**config.mk**
```make
export PLATFORM = sky130hd
export DESIGN_NAME = srl_top
export DESIGN_NICKNAME = d
export VERILOG_FILES = /design/src/rtl/srl_pkg.sv /design/src/rtl/srl_top.sv
export SDC_FILE = /design/constraint.sdc
export NUM_CORES = 2
export LEC_CHECK = 0
export BUFFER_PORTS_ARGS = -buffer_cell sky130_fd_sc_hd__buf_2
export CAP_MARGIN = 20
export CELL_PAD_IN_SITES_DETAIL_PLACEMENT = 2
export CELL_PAD_IN_SITES_GLOBAL_PLACEMENT = 2
export CORE_ASPECT_RATIO = 1.1
export CORE_MARGIN = 3
export CORE_UTILIZATION = 42
export CTS_CLUSTER_DIAMETER = 60
export CTS_CLUSTER_SIZE = 28
export DETAILED_ROUTE_END_ITERATION = 6
export PLACE_DENSITY = 0.87
export SLEW_MARGIN = 10
export SYNTH_ARGS = -nofsm -noshare
export SYNTH_HDL_FRONTEND = slang
export SYNTH_SLANG_ARGS = --single-unit
```
**constraint.sdc**
```tcl
create_clock -name clk_i -period 39.9 [get_ports clk_i]
set_input_delay 5.985 -clock clk_i [delete_from_list [all_inputs] [get_ports clk_i]]
set_output_delay 5.985 -clock clk_i [all_outputs]
set_load 0.03 [all_outputs]
```
**src/rtl/srl_pkg.sv**
```systemverilog
// Constants, register map and carrier types for the speed reference limiter
package srl_pkg;
  // Timing at a 100 MHz clock
  localparam int unsigned CLK_HZ      = 100_000_000;
  localparam int unsigned OVS_TIME_MS = 20;
  localparam int unsigned OVS_CYCLES  = OVS_TIME_MS * (CLK_HZ / 1000);
  localparam int unsigned EP_STEP_US  = 1000;
  localparam int unsigned EP_CYCLES   = EP_STEP_US * (CLK_HZ / 1_000_000);
  localparam int          OVS_CNT_W   = 21;
  localparam int          EP_CNT_W    = 17;

  // Scales; all speeds are unsigned or signed 0.1 Hz steps
  localparam logic [15:0] FULL_SCALE = 16'h1388;
  localparam logic [6:0]  MARGIN_OFF = 7'h64;
  localparam logic [22:0] PCT_DIV    = 23'h000064;
  localparam int          NET_SHIFT  = 13;

  // Reset values
  localparam logic [15:0] MIN_RST    = 16'h001E;
  localparam logic [15:0] MAX_RST    = 16'h0294;
  localparam logic [6:0]  MARGIN_RST = 7'h0A;
  localparam logic [1:0]  BACKUP_RST = 2'h1;
  localparam logic [15:0] KEY_RST    = 16'h001E;
  localparam logic [15:0] JOG_RST    = 16'h0032;
  localparam logic [15:0] RATED_RST  = 16'h0258;
  localparam logic [7:0][15:0] PRESET_RST = {16'h0294, 16'h0258, 16'h01F4, 16'h0190,
                                             16'h012C, 16'h00C8, 16'h0064, 16'h001E};

  // Reference source selector codes
  localparam logic [3:0] SRC_KEYPAD = 4'h0;
  localparam logic [3:0] SRC_EP     = 4'h7;
  localparam logic [3:0] SRC_MULTI  = 4'h8;
  localparam logic [3:0] SRC_NET    = 4'hB;

  // Digital input function codes
  localparam logic [5:0] FN_EP_UP_A = 6'h0B;
  localparam logic [5:0] FN_EP_UP_B = 6'h21;
  localparam logic [5:0] FN_EP_DN_A = 6'h0C;
  localparam logic [5:0] FN_EP_DN_B = 6'h22;
  localparam logic [5:0] FN_MS_0    = 6'h07;
  localparam logic [5:0] FN_MS_1    = 6'h08;
  localparam logic [5:0] FN_MS_2    = 6'h09;
  localparam logic [7:0] MS_MSB_OK  = 8'h33;

  // Byte addresses of the register words
  localparam logic [7:0] ADR_LIMITS    = 8'h00;
  localparam logic [7:0] ADR_MODE      = 8'h04;
  localparam logic [7:0] ADR_KEYJOG    = 8'h08;
  localparam logic [7:0] ADR_NET       = 8'h0C;
  localparam logic [3:0] ADR_PRESET_HI = 4'h1;
  localparam logic [7:0] ADR_DIFN_A    = 8'h20;
  localparam logic [7:0] ADR_DIFN_B    = 8'h24;
  localparam logic [7:0] ADR_STATUS    = 8'h28;
  localparam logic [7:0] ADR_EPREF     = 8'h2C;

  typedef enum logic [1:0] {
    BK_MIN  = 2'h0,
    BK_LAST = 2'h1,
    BK_KEY  = 2'h2
  } srl_backup_type;

  typedef struct packed {
    logic [6:0] pad_hi;
    logic       remote;
    logic [3:0] remote_sel;
    logic [3:0] local_sel;
    logic       pad_mid;
    logic [6:0] margin;
    logic [5:0] pad_lo;
    logic [1:0] backup;
  } srl_mode_word_type;

  typedef struct packed {
    logic [12:0] pad;
    logic        rev;
    logic        config_incompatible_state;
    logic        fault;
    logic [15:0] mag;
  } srl_stat_word_type;

  typedef struct packed {
    logic [15:0]       min;
    logic [15:0]       max;
    logic [6:0]        margin;
    logic [1:0]        backup;
    logic [3:0]        local_sel;
    logic [3:0]        remote_sel;
    logic              remote;
    logic [15:0]       keypad;
    logic [15:0]       jog;
    logic [15:0]       rated;
    logic [15:0]       net_ref;
    logic [7:0][15:0]  preset;
    logic [7:0][5:0]   di_func;
  } srl_cfg_type;

  typedef struct packed {
    srl_cfg_type           cfg;
    logic                  ack;
    logic [31:0]           dat;
    logic [7:0]            s1;
    logic [7:0]            s2;
    logic [7:0]            s3;
    logic [7:0]            di;
    logic                  en_q;
    logic [15:0]           ep;
    logic [EP_CNT_W-1:0]   ep_cnt;
    logic [OVS_CNT_W-1:0]  ovs_cnt;
    logic                  fault;
    logic                  config_incompatible_state;
    logic                  rev;
    logic [15:0]           ref_mag;
  } srl_state_type;

  localparam srl_cfg_type CFG_RST = '{min: MIN_RST, max: MAX_RST, margin: MARGIN_RST,
                                      backup: BACKUP_RST, local_sel: SRC_KEYPAD,
                                      remote_sel: 4'h1, remote: 1'b0, keypad: KEY_RST,
                                      jog: JOG_RST, rated: RATED_RST, net_ref: 16'h0000,
                                      preset: PRESET_RST, di_func: 48'h0};

  localparam srl_state_type STATE_RST = '{cfg: CFG_RST, ep: KEY_RST, ref_mag: MIN_RST,
                                          default: '0};
endpackage

```
**src/rtl/srl_top.sv**
```systemverilog
// Speed reference limiter: source pick, clamp, backup, presets, e-pot, overspeed
`timescale 1ns/1ns

module srl_top #(
  parameter int unsigned OVS_WAIT_CYCLES = srl_pkg::OVS_CYCLES,
  parameter int unsigned EP_STEP_CYCLES  = srl_pkg::EP_CYCLES
) (
  input  wire logic        clk_i,
  input  wire logic        rst_i,
  input  wire logic        ce_i,
  input  wire logic        wb_cyc_i,
  input  wire logic        wb_stb_i,
  input  wire logic        wb_we_i,
  input  wire logic [7:0]  wb_adr_i,
  input  wire logic [3:0]  wb_sel_i,
  input  wire logic [31:0] wb_dat_i,
  output logic      [31:0] wb_dat_o,
  output logic             wb_ack_o,
  input  wire logic [7:0]  di_i,
  input  wire logic        enable_i,
  input  wire logic        jog_i,
  input  wire logic        dir_rev_i,
  input  wire logic        key_up_i,
  input  wire logic        key_dn_i,
  input  wire logic [15:0] speed_meas_i,
  output logic      [15:0] ramp_ref_o,
  output logic             dir_rev_o,
  output logic             pulse_disable_o,
  output logic             overspeed_fault_o,
  output logic             config_incompatible_o
);

  localparam logic [srl_pkg::OVS_CNT_W-1:0] OVS_LAST =
    srl_pkg::OVS_CNT_W'(OVS_WAIT_CYCLES);
  localparam logic [srl_pkg::EP_CNT_W-1:0] EP_LAST =
    srl_pkg::EP_CNT_W'(EP_STEP_CYCLES - 1);

  srl_pkg::srl_state_type     s_r;
  srl_pkg::srl_state_type     s_nxt;
  srl_pkg::srl_mode_word_type wmode;
  srl_pkg::srl_stat_word_type wstat;
  logic [7:0]          up_v;
  logic [7:0]          dn_v;
  logic [7:0]          ms0_v;
  logic [7:0]          ms1_v;
  logic [7:0]          ms2_v;
  logic [7:0]          msb_asg_v;
  logic                inc;
  logic                dec;
  logic                ep_active;
  logic                en_rise;
  logic                multi_msb;
  logic                over;
  logic                wr_go;
  logic                rd_go;
  logic                fault_clr;
  logic [2:0]          ms_idx;
  logic [3:0]          src_sel;
  logic signed [32:0]  net_prod;
  logic signed [15:0]  net_hz;
  logic signed [15:0]  raw_ref;
  logic [22:0]         margin_prod;
  logic [16:0]         ovs_limit;
  logic [15:0]         ref_mag;
  logic                ref_neg;
  logic [31:0]         rd_img;
  logic [31:0]         wdat;

  // Function code decoding, used by every input lane
  function automatic logic srl_is_up(input logic [5:0] f);
    return (f == srl_pkg::FN_EP_UP_A) || (f == srl_pkg::FN_EP_UP_B);
  endfunction

  function automatic logic srl_is_dn(input logic [5:0] f);
    return (f == srl_pkg::FN_EP_DN_A) || (f == srl_pkg::FN_EP_DN_B);
  endfunction

  // Result is never above hi, so a crossed min/max pair still bounds by max
  function automatic logic [15:0] srl_clamp(input logic [15:0] mag, input logic [15:0] lo,
                                            input logic [15:0] hi);
    logic [15:0] r;
    r = mag;
    if (r < lo) r = lo;
    if (r > hi) r = hi;
    return r;
  endfunction

  // Byte lanes not selected keep the old register content
  function automatic logic [31:0] srl_merge(input logic [31:0] old, input logic [31:0] nw,
                                            input logic [3:0] sel);
    logic [31:0] r;
    r = old;
    for (int b = 0; b < 4; b++) begin
      if (sel[b]) r[8*b +: 8] = nw[8*b +: 8];
    end
    return r;
  endfunction

  // Read image of a register word; unmapped words read zero
  function automatic logic [31:0] srl_reg_rd(input srl_pkg::srl_state_type s,
                                             input logic [7:0] a);
    logic [31:0]                r;
    srl_pkg::srl_mode_word_type m;
    srl_pkg::srl_stat_word_type t;
    r = 32'h0;
    m = srl_pkg::srl_mode_word_type'(32'h0);
    t = srl_pkg::srl_stat_word_type'(32'h0);
    m.backup     = s.cfg.backup;
    m.margin     = s.cfg.margin;
    m.local_sel  = s.cfg.local_sel;
    m.remote_sel = s.cfg.remote_sel;
    m.remote     = s.cfg.remote;
    t.mag        = s.ref_mag;
    t.fault      = s.fault;
    t.config_incompatible_state       = s.config_incompatible_state;
    t.rev        = s.rev;
    if (a[7:4] == srl_pkg::ADR_PRESET_HI) begin
      r = {s.cfg.preset[{a[3:2], 1'b1}], s.cfg.preset[{a[3:2], 1'b0}]};
    end else begin
      case (a)
        srl_pkg::ADR_LIMITS: r = {s.cfg.max, s.cfg.min};
        srl_pkg::ADR_MODE:   r = m;
        srl_pkg::ADR_KEYJOG: r = {s.cfg.jog, s.cfg.keypad};
        srl_pkg::ADR_NET:    r = {s.cfg.net_ref, s.cfg.rated};
        srl_pkg::ADR_DIFN_A: begin
          for (int i = 0; i < 4; i++) r[8*i +: 6] = s.cfg.di_func[i];
        end
        srl_pkg::ADR_DIFN_B: begin
          for (int i = 0; i < 4; i++) r[8*i +: 6] = s.cfg.di_func[i+4];
        end
        srl_pkg::ADR_STATUS: r = t;
        srl_pkg::ADR_EPREF:  r = {16'h0000, s.ep};
        default:             r = 32'h0;
      endcase
    end
    return r;
  endfunction

  // Per-input decode of the debounced lanes
  for (genvar g = 0; g < 8; g++) begin : g_di
    assign up_v[g]      = s_r.di[g] && srl_is_up(s_r.cfg.di_func[g]);
    assign dn_v[g]      = s_r.di[g] && srl_is_dn(s_r.cfg.di_func[g]);
    assign ms0_v[g]     = s_r.di[g] && (s_r.cfg.di_func[g] == srl_pkg::FN_MS_0);
    assign ms1_v[g]     = s_r.di[g] && (s_r.cfg.di_func[g] == srl_pkg::FN_MS_1);
    assign msb_asg_v[g] = srl_pkg::MS_MSB_OK[g] && (s_r.cfg.di_func[g] == srl_pkg::FN_MS_2);
    assign ms2_v[g]     = s_r.di[g] && msb_asg_v[g];
  end

  // Shared decode; an active lane means the input is pulled to 0 V
  assign inc       = |up_v;
  assign dec       = |dn_v;
  assign ms_idx    = {|ms2_v, |ms1_v, |ms0_v};
  assign multi_msb = $countones(msb_asg_v) > 1;
  assign src_sel   = s_r.cfg.remote ? s_r.cfg.remote_sel : s_r.cfg.local_sel;
  assign ep_active = (src_sel == srl_pkg::SRC_EP);
  assign en_rise   = enable_i && !s_r.en_q;

  // Network scale to 0.1 Hz: value * rated / 8192
  assign net_prod = $signed(s_r.cfg.net_ref) * $signed({1'b0, s_r.cfg.rated});
  assign net_hz   = net_prod[srl_pkg::NET_SHIFT+15:srl_pkg::NET_SHIFT];

  // Source pick; jog overrides the selected source
  always_comb begin
    raw_ref = 16'sh0000;
    unique case (src_sel)
      srl_pkg::SRC_KEYPAD: raw_ref = $signed(s_r.cfg.keypad);
      srl_pkg::SRC_EP:     raw_ref = $signed(s_r.ep);
      srl_pkg::SRC_MULTI:  raw_ref = $signed(s_r.cfg.preset[ms_idx]);
      srl_pkg::SRC_NET:    raw_ref = net_hz;
      default:             raw_ref = 16'sh0000;
    endcase
    if (jog_i) raw_ref = $signed(s_r.cfg.jog);
  end

  // Magnitude clamp; the sign only steers direction
  assign ref_neg = raw_ref[15];
  assign ref_mag = srl_clamp(ref_neg ? 16'(-raw_ref) : raw_ref,
                             s_r.cfg.min, s_r.cfg.max);

  // Overspeed threshold is max plus a percentage of max
  assign margin_prod = 23'(s_r.cfg.max) * 23'(s_r.cfg.margin);
  assign ovs_limit   = 17'(s_r.cfg.max) + 17'(margin_prod / srl_pkg::PCT_DIV);
  assign over        = (17'(speed_meas_i) > ovs_limit) &&
                       (s_r.cfg.margin < srl_pkg::MARGIN_OFF);

  // Bus strobes: data latched on the request cycle, write lands with ack
  assign rd_go     = wb_cyc_i && wb_stb_i && !s_r.ack;
  assign wr_go     = wb_cyc_i && wb_stb_i && wb_we_i && s_r.ack;
  assign rd_img    = srl_reg_rd(s_r, wb_adr_i);
  assign wdat      = srl_merge(rd_img, wb_dat_i, wb_sel_i);
  assign wmode     = wdat;
  assign wstat     = wdat;
  assign fault_clr = wr_go && (wb_adr_i == srl_pkg::ADR_STATUS) && wstat.fault;

  // Next-state for the whole block
  always_comb begin
    s_nxt     = s_r;
    s_nxt.ack = wb_cyc_i && wb_stb_i && !s_r.ack;
    if (rd_go) s_nxt.dat = rd_img;

    // Pin synchroniser; a lane changes only when stages two and three agree
    s_nxt.s1   = di_i;
    s_nxt.s2   = s_r.s1;
    s_nxt.s3   = s_r.s2;
    s_nxt.di   = (s_r.s2 & s_r.s3) | (s_r.di & (s_r.s2 ^ s_r.s3));
    s_nxt.en_q = enable_i;

    // Keypad keys, one step per clock while held, never above max
    if (key_up_i && !key_dn_i) begin
      s_nxt.cfg.keypad = (s_r.cfg.keypad >= s_r.cfg.max) ? s_r.cfg.max
                                                         : s_r.cfg.keypad + 16'h0001;
    end else if (key_dn_i && !key_up_i && (s_r.cfg.keypad != 16'h0000)) begin
      s_nxt.cfg.keypad = s_r.cfg.keypad - 16'h0001;
    end

    // E-pot: reset beats backup restore, restore beats ramping
    if (!enable_i && inc && dec) begin
      s_nxt.ep     = s_r.cfg.min;
      s_nxt.ep_cnt = '0;
    end else if (en_rise) begin
      s_nxt.ep_cnt = '0;
      case (s_r.cfg.backup)
        srl_pkg::BK_MIN: begin
          s_nxt.ep         = s_r.cfg.min;
          s_nxt.cfg.keypad = s_r.cfg.min;
        end
        srl_pkg::BK_KEY: s_nxt.ep = s_r.cfg.keypad;
        default:         s_nxt.ep = s_r.ep;
      endcase
    end else if (ep_active && (inc ^ dec)) begin
      if (s_r.ep_cnt == EP_LAST) begin
        s_nxt.ep_cnt = '0;
        if (inc) begin
          s_nxt.ep = (s_r.ep >= s_r.cfg.max) ? s_r.cfg.max : s_r.ep + 16'h0001;
        end else begin
          s_nxt.ep = (s_r.ep <= s_r.cfg.min) ? s_r.cfg.min : s_r.ep - 16'h0001;
        end
      end else begin
        s_nxt.ep_cnt = s_r.ep_cnt + 1'b1;
      end
    end else begin
      s_nxt.ep_cnt = '0;
    end

    // Overspeed timer; a new trip wins over a clear in the same cycle
    if (over) begin
      if (s_r.ovs_cnt != OVS_LAST) s_nxt.ovs_cnt = s_r.ovs_cnt + 1'b1;
    end else begin
      s_nxt.ovs_cnt = '0;
    end
    s_nxt.fault = (over && (s_r.ovs_cnt == OVS_LAST)) || (s_r.fault && !fault_clr);

    // Output side
    s_nxt.config_incompatible_state    = multi_msb;
    s_nxt.ref_mag = ref_mag;
    s_nxt.rev     = dir_rev_i ^ ref_neg;

    // Software writes, taken at the ack edge
    if (wr_go) begin
      if (wb_adr_i[7:4] == srl_pkg::ADR_PRESET_HI) begin
        s_nxt.cfg.preset[{wb_adr_i[3:2], 1'b0}] = wdat[15:0];
        s_nxt.cfg.preset[{wb_adr_i[3:2], 1'b1}] = wdat[31:16];
      end else begin
        case (wb_adr_i)
          srl_pkg::ADR_LIMITS: {s_nxt.cfg.max, s_nxt.cfg.min} = wdat;
          srl_pkg::ADR_MODE: begin
            s_nxt.cfg.backup     = wmode.backup;
            s_nxt.cfg.margin     = wmode.margin;
            s_nxt.cfg.local_sel  = wmode.local_sel;
            s_nxt.cfg.remote_sel = wmode.remote_sel;
            s_nxt.cfg.remote     = wmode.remote;
          end
          srl_pkg::ADR_KEYJOG: {s_nxt.cfg.jog, s_nxt.cfg.keypad} = wdat;
          srl_pkg::ADR_NET:    {s_nxt.cfg.net_ref, s_nxt.cfg.rated} = wdat;
          srl_pkg::ADR_DIFN_A: begin
            for (int i = 0; i < 4; i++) s_nxt.cfg.di_func[i] = wdat[8*i +: 6];
          end
          srl_pkg::ADR_DIFN_B: begin
            for (int i = 0; i < 4; i++) s_nxt.cfg.di_func[i+4] = wdat[8*i +: 6];
          end
          // Read-only and unmapped words ignore writes, bar the status fault clear; key and restore updates survive
          default: ;
        endcase
      end
    end
  end

  // Single state register; clock enable freezes everything
  always_ff @(posedge clk_i) begin
    if (rst_i) begin
      s_r <= srl_pkg::STATE_RST;
    end else if (ce_i) begin
      s_r <= s_nxt;
    end
  end

  assign wb_ack_o              = s_r.ack;
  assign wb_dat_o              = s_r.dat;
  assign ramp_ref_o            = s_r.ref_mag;
  assign dir_rev_o             = s_r.rev;
  assign pulse_disable_o       = s_r.fault;
  assign overspeed_fault_o     = s_r.fault;
  assign config_incompatible_o = s_r.config_incompatible_state;
endmodule // srl_top

```
==> run_results.csv <==
group,metric,value,unit
synth,synthArstFlopShare,0,%
synth,synthSimpleGateAreaFrac,21.7,%
outcome,outcome,"finished, violations left",
sta,setup_tns,0,ns
placed_design,io_buffers,131,
synth,synthTopCellsByArea,"dfxtp_1 20%, fa_1 13%, ha_1 7.9%",
pwr,power_leakage,19.0,nW
sta,rsz0062_at_grt,"no",
clock_network,clock_latency,0.63,ns
grt,overflow,0,
clock_network,cts_buffers,39,
setup_path,critPathCaptureType,"register",
synth,synth_area,42000,um^2
pwr,ir_drop,0.0436,mV
sta,max_freq,0.0429,GHz
clock_network,cts-resized-gates,0,
synth,synth-compound-area-share,19.6,%
clock_network,clock-root-buffer,"clkbuf_16",
synth,synth_top_area_cell,"dfxtp_1",
sta,relSlewSlack,11.2,%
sta,finalCritPeriodShare,58.4,%
placed_design,gp_congestion,0.982,
outcome,violations,"DRC",
clock_network,cts_max_level,2,
sta,worst_pin_slew,1.33,ns
synth,ys_seq_elements,429,
floorplanning,row_count,121,
drt,detail-route-antenna-nets,0,
synth,yosysSeqAreaShare,20.4,%
clock_network,clk_pin_slew,0.10,ns
synth,synth_mux_area_share,7.27,%
min_path,hold_class,"reg -> reg",
synth,ys.flop_type,"dfxtp_1",
final_layout,fill_cells,11000,
clock_network,cts_hold_buffers,0,
placed_design,dp_hpwl,150000,um
final_layout,nets,5814,
drt,drc,11,
clock_network,clkSinkCount,429,
grt,grt_pass1_vias,48500,
setup_path,path_class,"reg -> reg",
grt,grt_usage,41.1,%
synth,synth_nets,5904,
sta,finClkSkew,0.0342,ns
synth,synth_xor_xnor_area_share,3.20,%
sta,final.min_clock_period,23.32,ns
sta,hold_viol,0,
synth,synth_top_family_by_area,"simple AND/OR/NAND/NOR gates",
final_layout,final_core_utilization,45.5,%
synth,yosys_warnings,0,
grt,grt_pass1_wl,321000,um
grt,antenna_found_initial,27,
synth,avgSynthCellArea,7.93,um^2
sta,setup_violations,0,
clock_network,clockBufferDepth,3,
pwr,power_density,23.7,nW/um^2
floorplanning,io-pin-count,132,
drt,num_vias,44300,
setup_path,setup.worst_path.start_class,"register",
floorplanning,fp.coreArea,99200,um^2
job,maxCapViolations,0,
sta,slew_viol_final,0,
drt,finalWirelength,219000,um
setup_path,required,40.42,ns
synth,synth-edff-count,0,
synth,netlist_instances,5298,
drt,dr.pass1.iters,7,
floorplanning,die_h,338,um
drt,viasPerCell,6.76,
drt,routedWlPerCell,33.4,um
setup_path,worstPathArrival,23.84,ns
setup_path,worst_path_most_repeated_cell,"a21oi_1",
setup_path,crit_fanout,14,
synth,synth_top_area_share,20.4,%
clock_network,post_cts_buffers,0,
setup_path,cpMaxStageDelayCell,"dfxtp_1",
floorplanning,die_x,308,um
floorplanning,initial_core_util,42.4,%
grt,grt_start_max_net_pins,139,
final_layout,syn_to_final_growth,7.35,%
synth,ys_types,118,
drt,drt_iter0_drc,4747,
clock_network,cts_tree,"done",
synth,synth-adder-area-share,20.5,%
floorplanning,dieArea,104000,um^2
setup_path,max_stage_delay,0.89,ns
pwr,p_total,1.07,mW
final_layout,layout-drive-gt1-share,10.2,%
==> power breakdown <==
part           switching (mW)  internal (mW)  total (mW)
clock network           0.229          0.201       0.429
logic                   0.133         0.0613       0.194
registers              0.0119          0.435       0.447
==> cells in the final DEF, fill, tap and decap left out, types with 29 or more instances in the layout <==
| master | count |
|---|---|
| nor2b_1 | 69 |
| a22oi_1 | 60 |
| mux4_2 | 55 |
| buf_2 | 127 |
| mux2_2 | 51 |
| inv_1 | 362 |
| nand2b_1 | 52 |
| and2_1 | 188 |
| nand3_1 | 65 |
| mux2i_1 | 118 |
| nand2_1 | 763 |
| clkbuf_16 | 39 |
| nor2_1 | 486 |
| nand4_1 | 30 |
| a21o_1 | 41 |
| buf_4 | 130 |
| nor3_1 | 79 |
| dfxtp_1 | 429 |
| a211oi_1 | 111 |
| a211o_1 | 53 |
| o22ai_1 | 31 |
| o21ai_0 | 166 |
| o221ai_1 | 29 |
| a21oi_1 | 465 |
| ha_1 | 264 |
| xor2_1 | 50 |
| xnor2_1 | 98 |
| o211ai_1 | 34 |
| fa_1 | 263 |
| and3_1 | 55 |
==> Yosys cell counts (15+ instances only) <==
cell type  instances
nand2_1          764
nor2_1           488
a21oi_1          470
dfxtp_1          429
inv_1            362
clkbuf_1         300
ha_1             264
fa_1             263
and2_1           188
o21ai_0          166
mux2i_1          118
a211oi_1         112
xnor2_1           98
nor3_1            85
nor2b_1           69
nand3_1           65
a22oi_1           60
and3_1            56
mux4_2            55
a211o_1           53
nand2b_1          52
mux2_2            51
buf_4             50
xor2_1            50
a21o_1            41
o211ai_1          34
o22ai_1           31
nand4_1           30
o221ai_1          30
o21a_1            25
buf_1             24
nor3b_1           23
nand3b_1          22
nor4_1            21
o21bai_1          21
o21ai_1           20
a31oi_1           18
a221oi_1          15
buf_2             15
or3_1             15
==> metrics by stage <==
step                worst slack, ns  instance area (um^2)  hold slack (ns)  cells
floorplan                     21.98                 42000            0.437   5298
global placement              19.16                 43600            0.442   6448
detailed placement            17.55                 43600            0.457   6451
CTS                           17.04                 45000            0.472   6521
global route                  14.99                 45100            0.501   6531
finish                        16.58                 45100            0.469   6553
==> final cells by class <==
cell class / instances / area [um^2] / share of cell area (%)
antenna: 25 / 62.6 / 0.139
clock buffer: 43 / 1020 / 2.26
clock inverter: 27 / 324 / 0.718
inverter: 369 / 1390 / 3.07
multi-input combinational: 4110 / 30500 / 67.6
sequential: 429 / 8590 / 19.0
tap: 1291 / 1620 / 3.58
timing repair buffer: 259 / 1640 / 3.63
==> critical path: cells and delay by family (launching register included) <==
kind | cells | cell delay [ns]
AOI/OAI and AO/OA | 37 | 9.98
and+or+nand+nor | 22 | 5.69
adders and majority gates | 8 | 3.62
muxes | 3 | 1.88
DFF | 1 | 0.89
buffers and inverters | 6 | 0.76
xor gates and xnor gates | 2 | 0.32
==> final timing paths <==
kind / from / endpoint / slack [ns] / cells after the start
max: s_r[404] / s_r[39] / 16.58 / 78
min: wb_dat_o[24] / wb_dat_o[24] / 0.47 / 2
max reg2reg: s_r[404] / s_r[39] / 16.58 / 78
min reg2reg: wb_dat_o[24] / wb_dat_o[24] / 0.47 / 2
==> metal layers <==
| metal | share of wire, % | GRT usage [%] | routed length (um) | vias up |
|---|---|---|---|---|
| met2 | 46 | 66.0 | 100000 | 2700 |
| met5 | 0.071 | 0 | 156 | - |
| met1 | 35 | 44.0 | 75700 | 22300 |
| met4 | 11 | 37.9 | 23800 | 8 |
| li1 | - | - | - | 18100 |
| met3 | 8.7 | 11.2 | 19000 | 1206 |
==> logic make-up (layout without fill, tap and decap cells) <==
| logic type | Yosys count | in the layout |
|---|---|---|
| AO/OA/AOI/OAI | 1250 | 1250 |
| flip-flops | 429 | 429 |
| AND/OR/NAND/NOR | 1950 | 1950 |
| XOR/XNOR | 151 | 151 |
| adder cells (fa/ha/maj) | 531 | 531 |
| buffers and inverters | 759 | 698 |
| other | 0 | 25 |
| multiplexers | 228 | 228 |
Power figures use the tool's default switching activity.
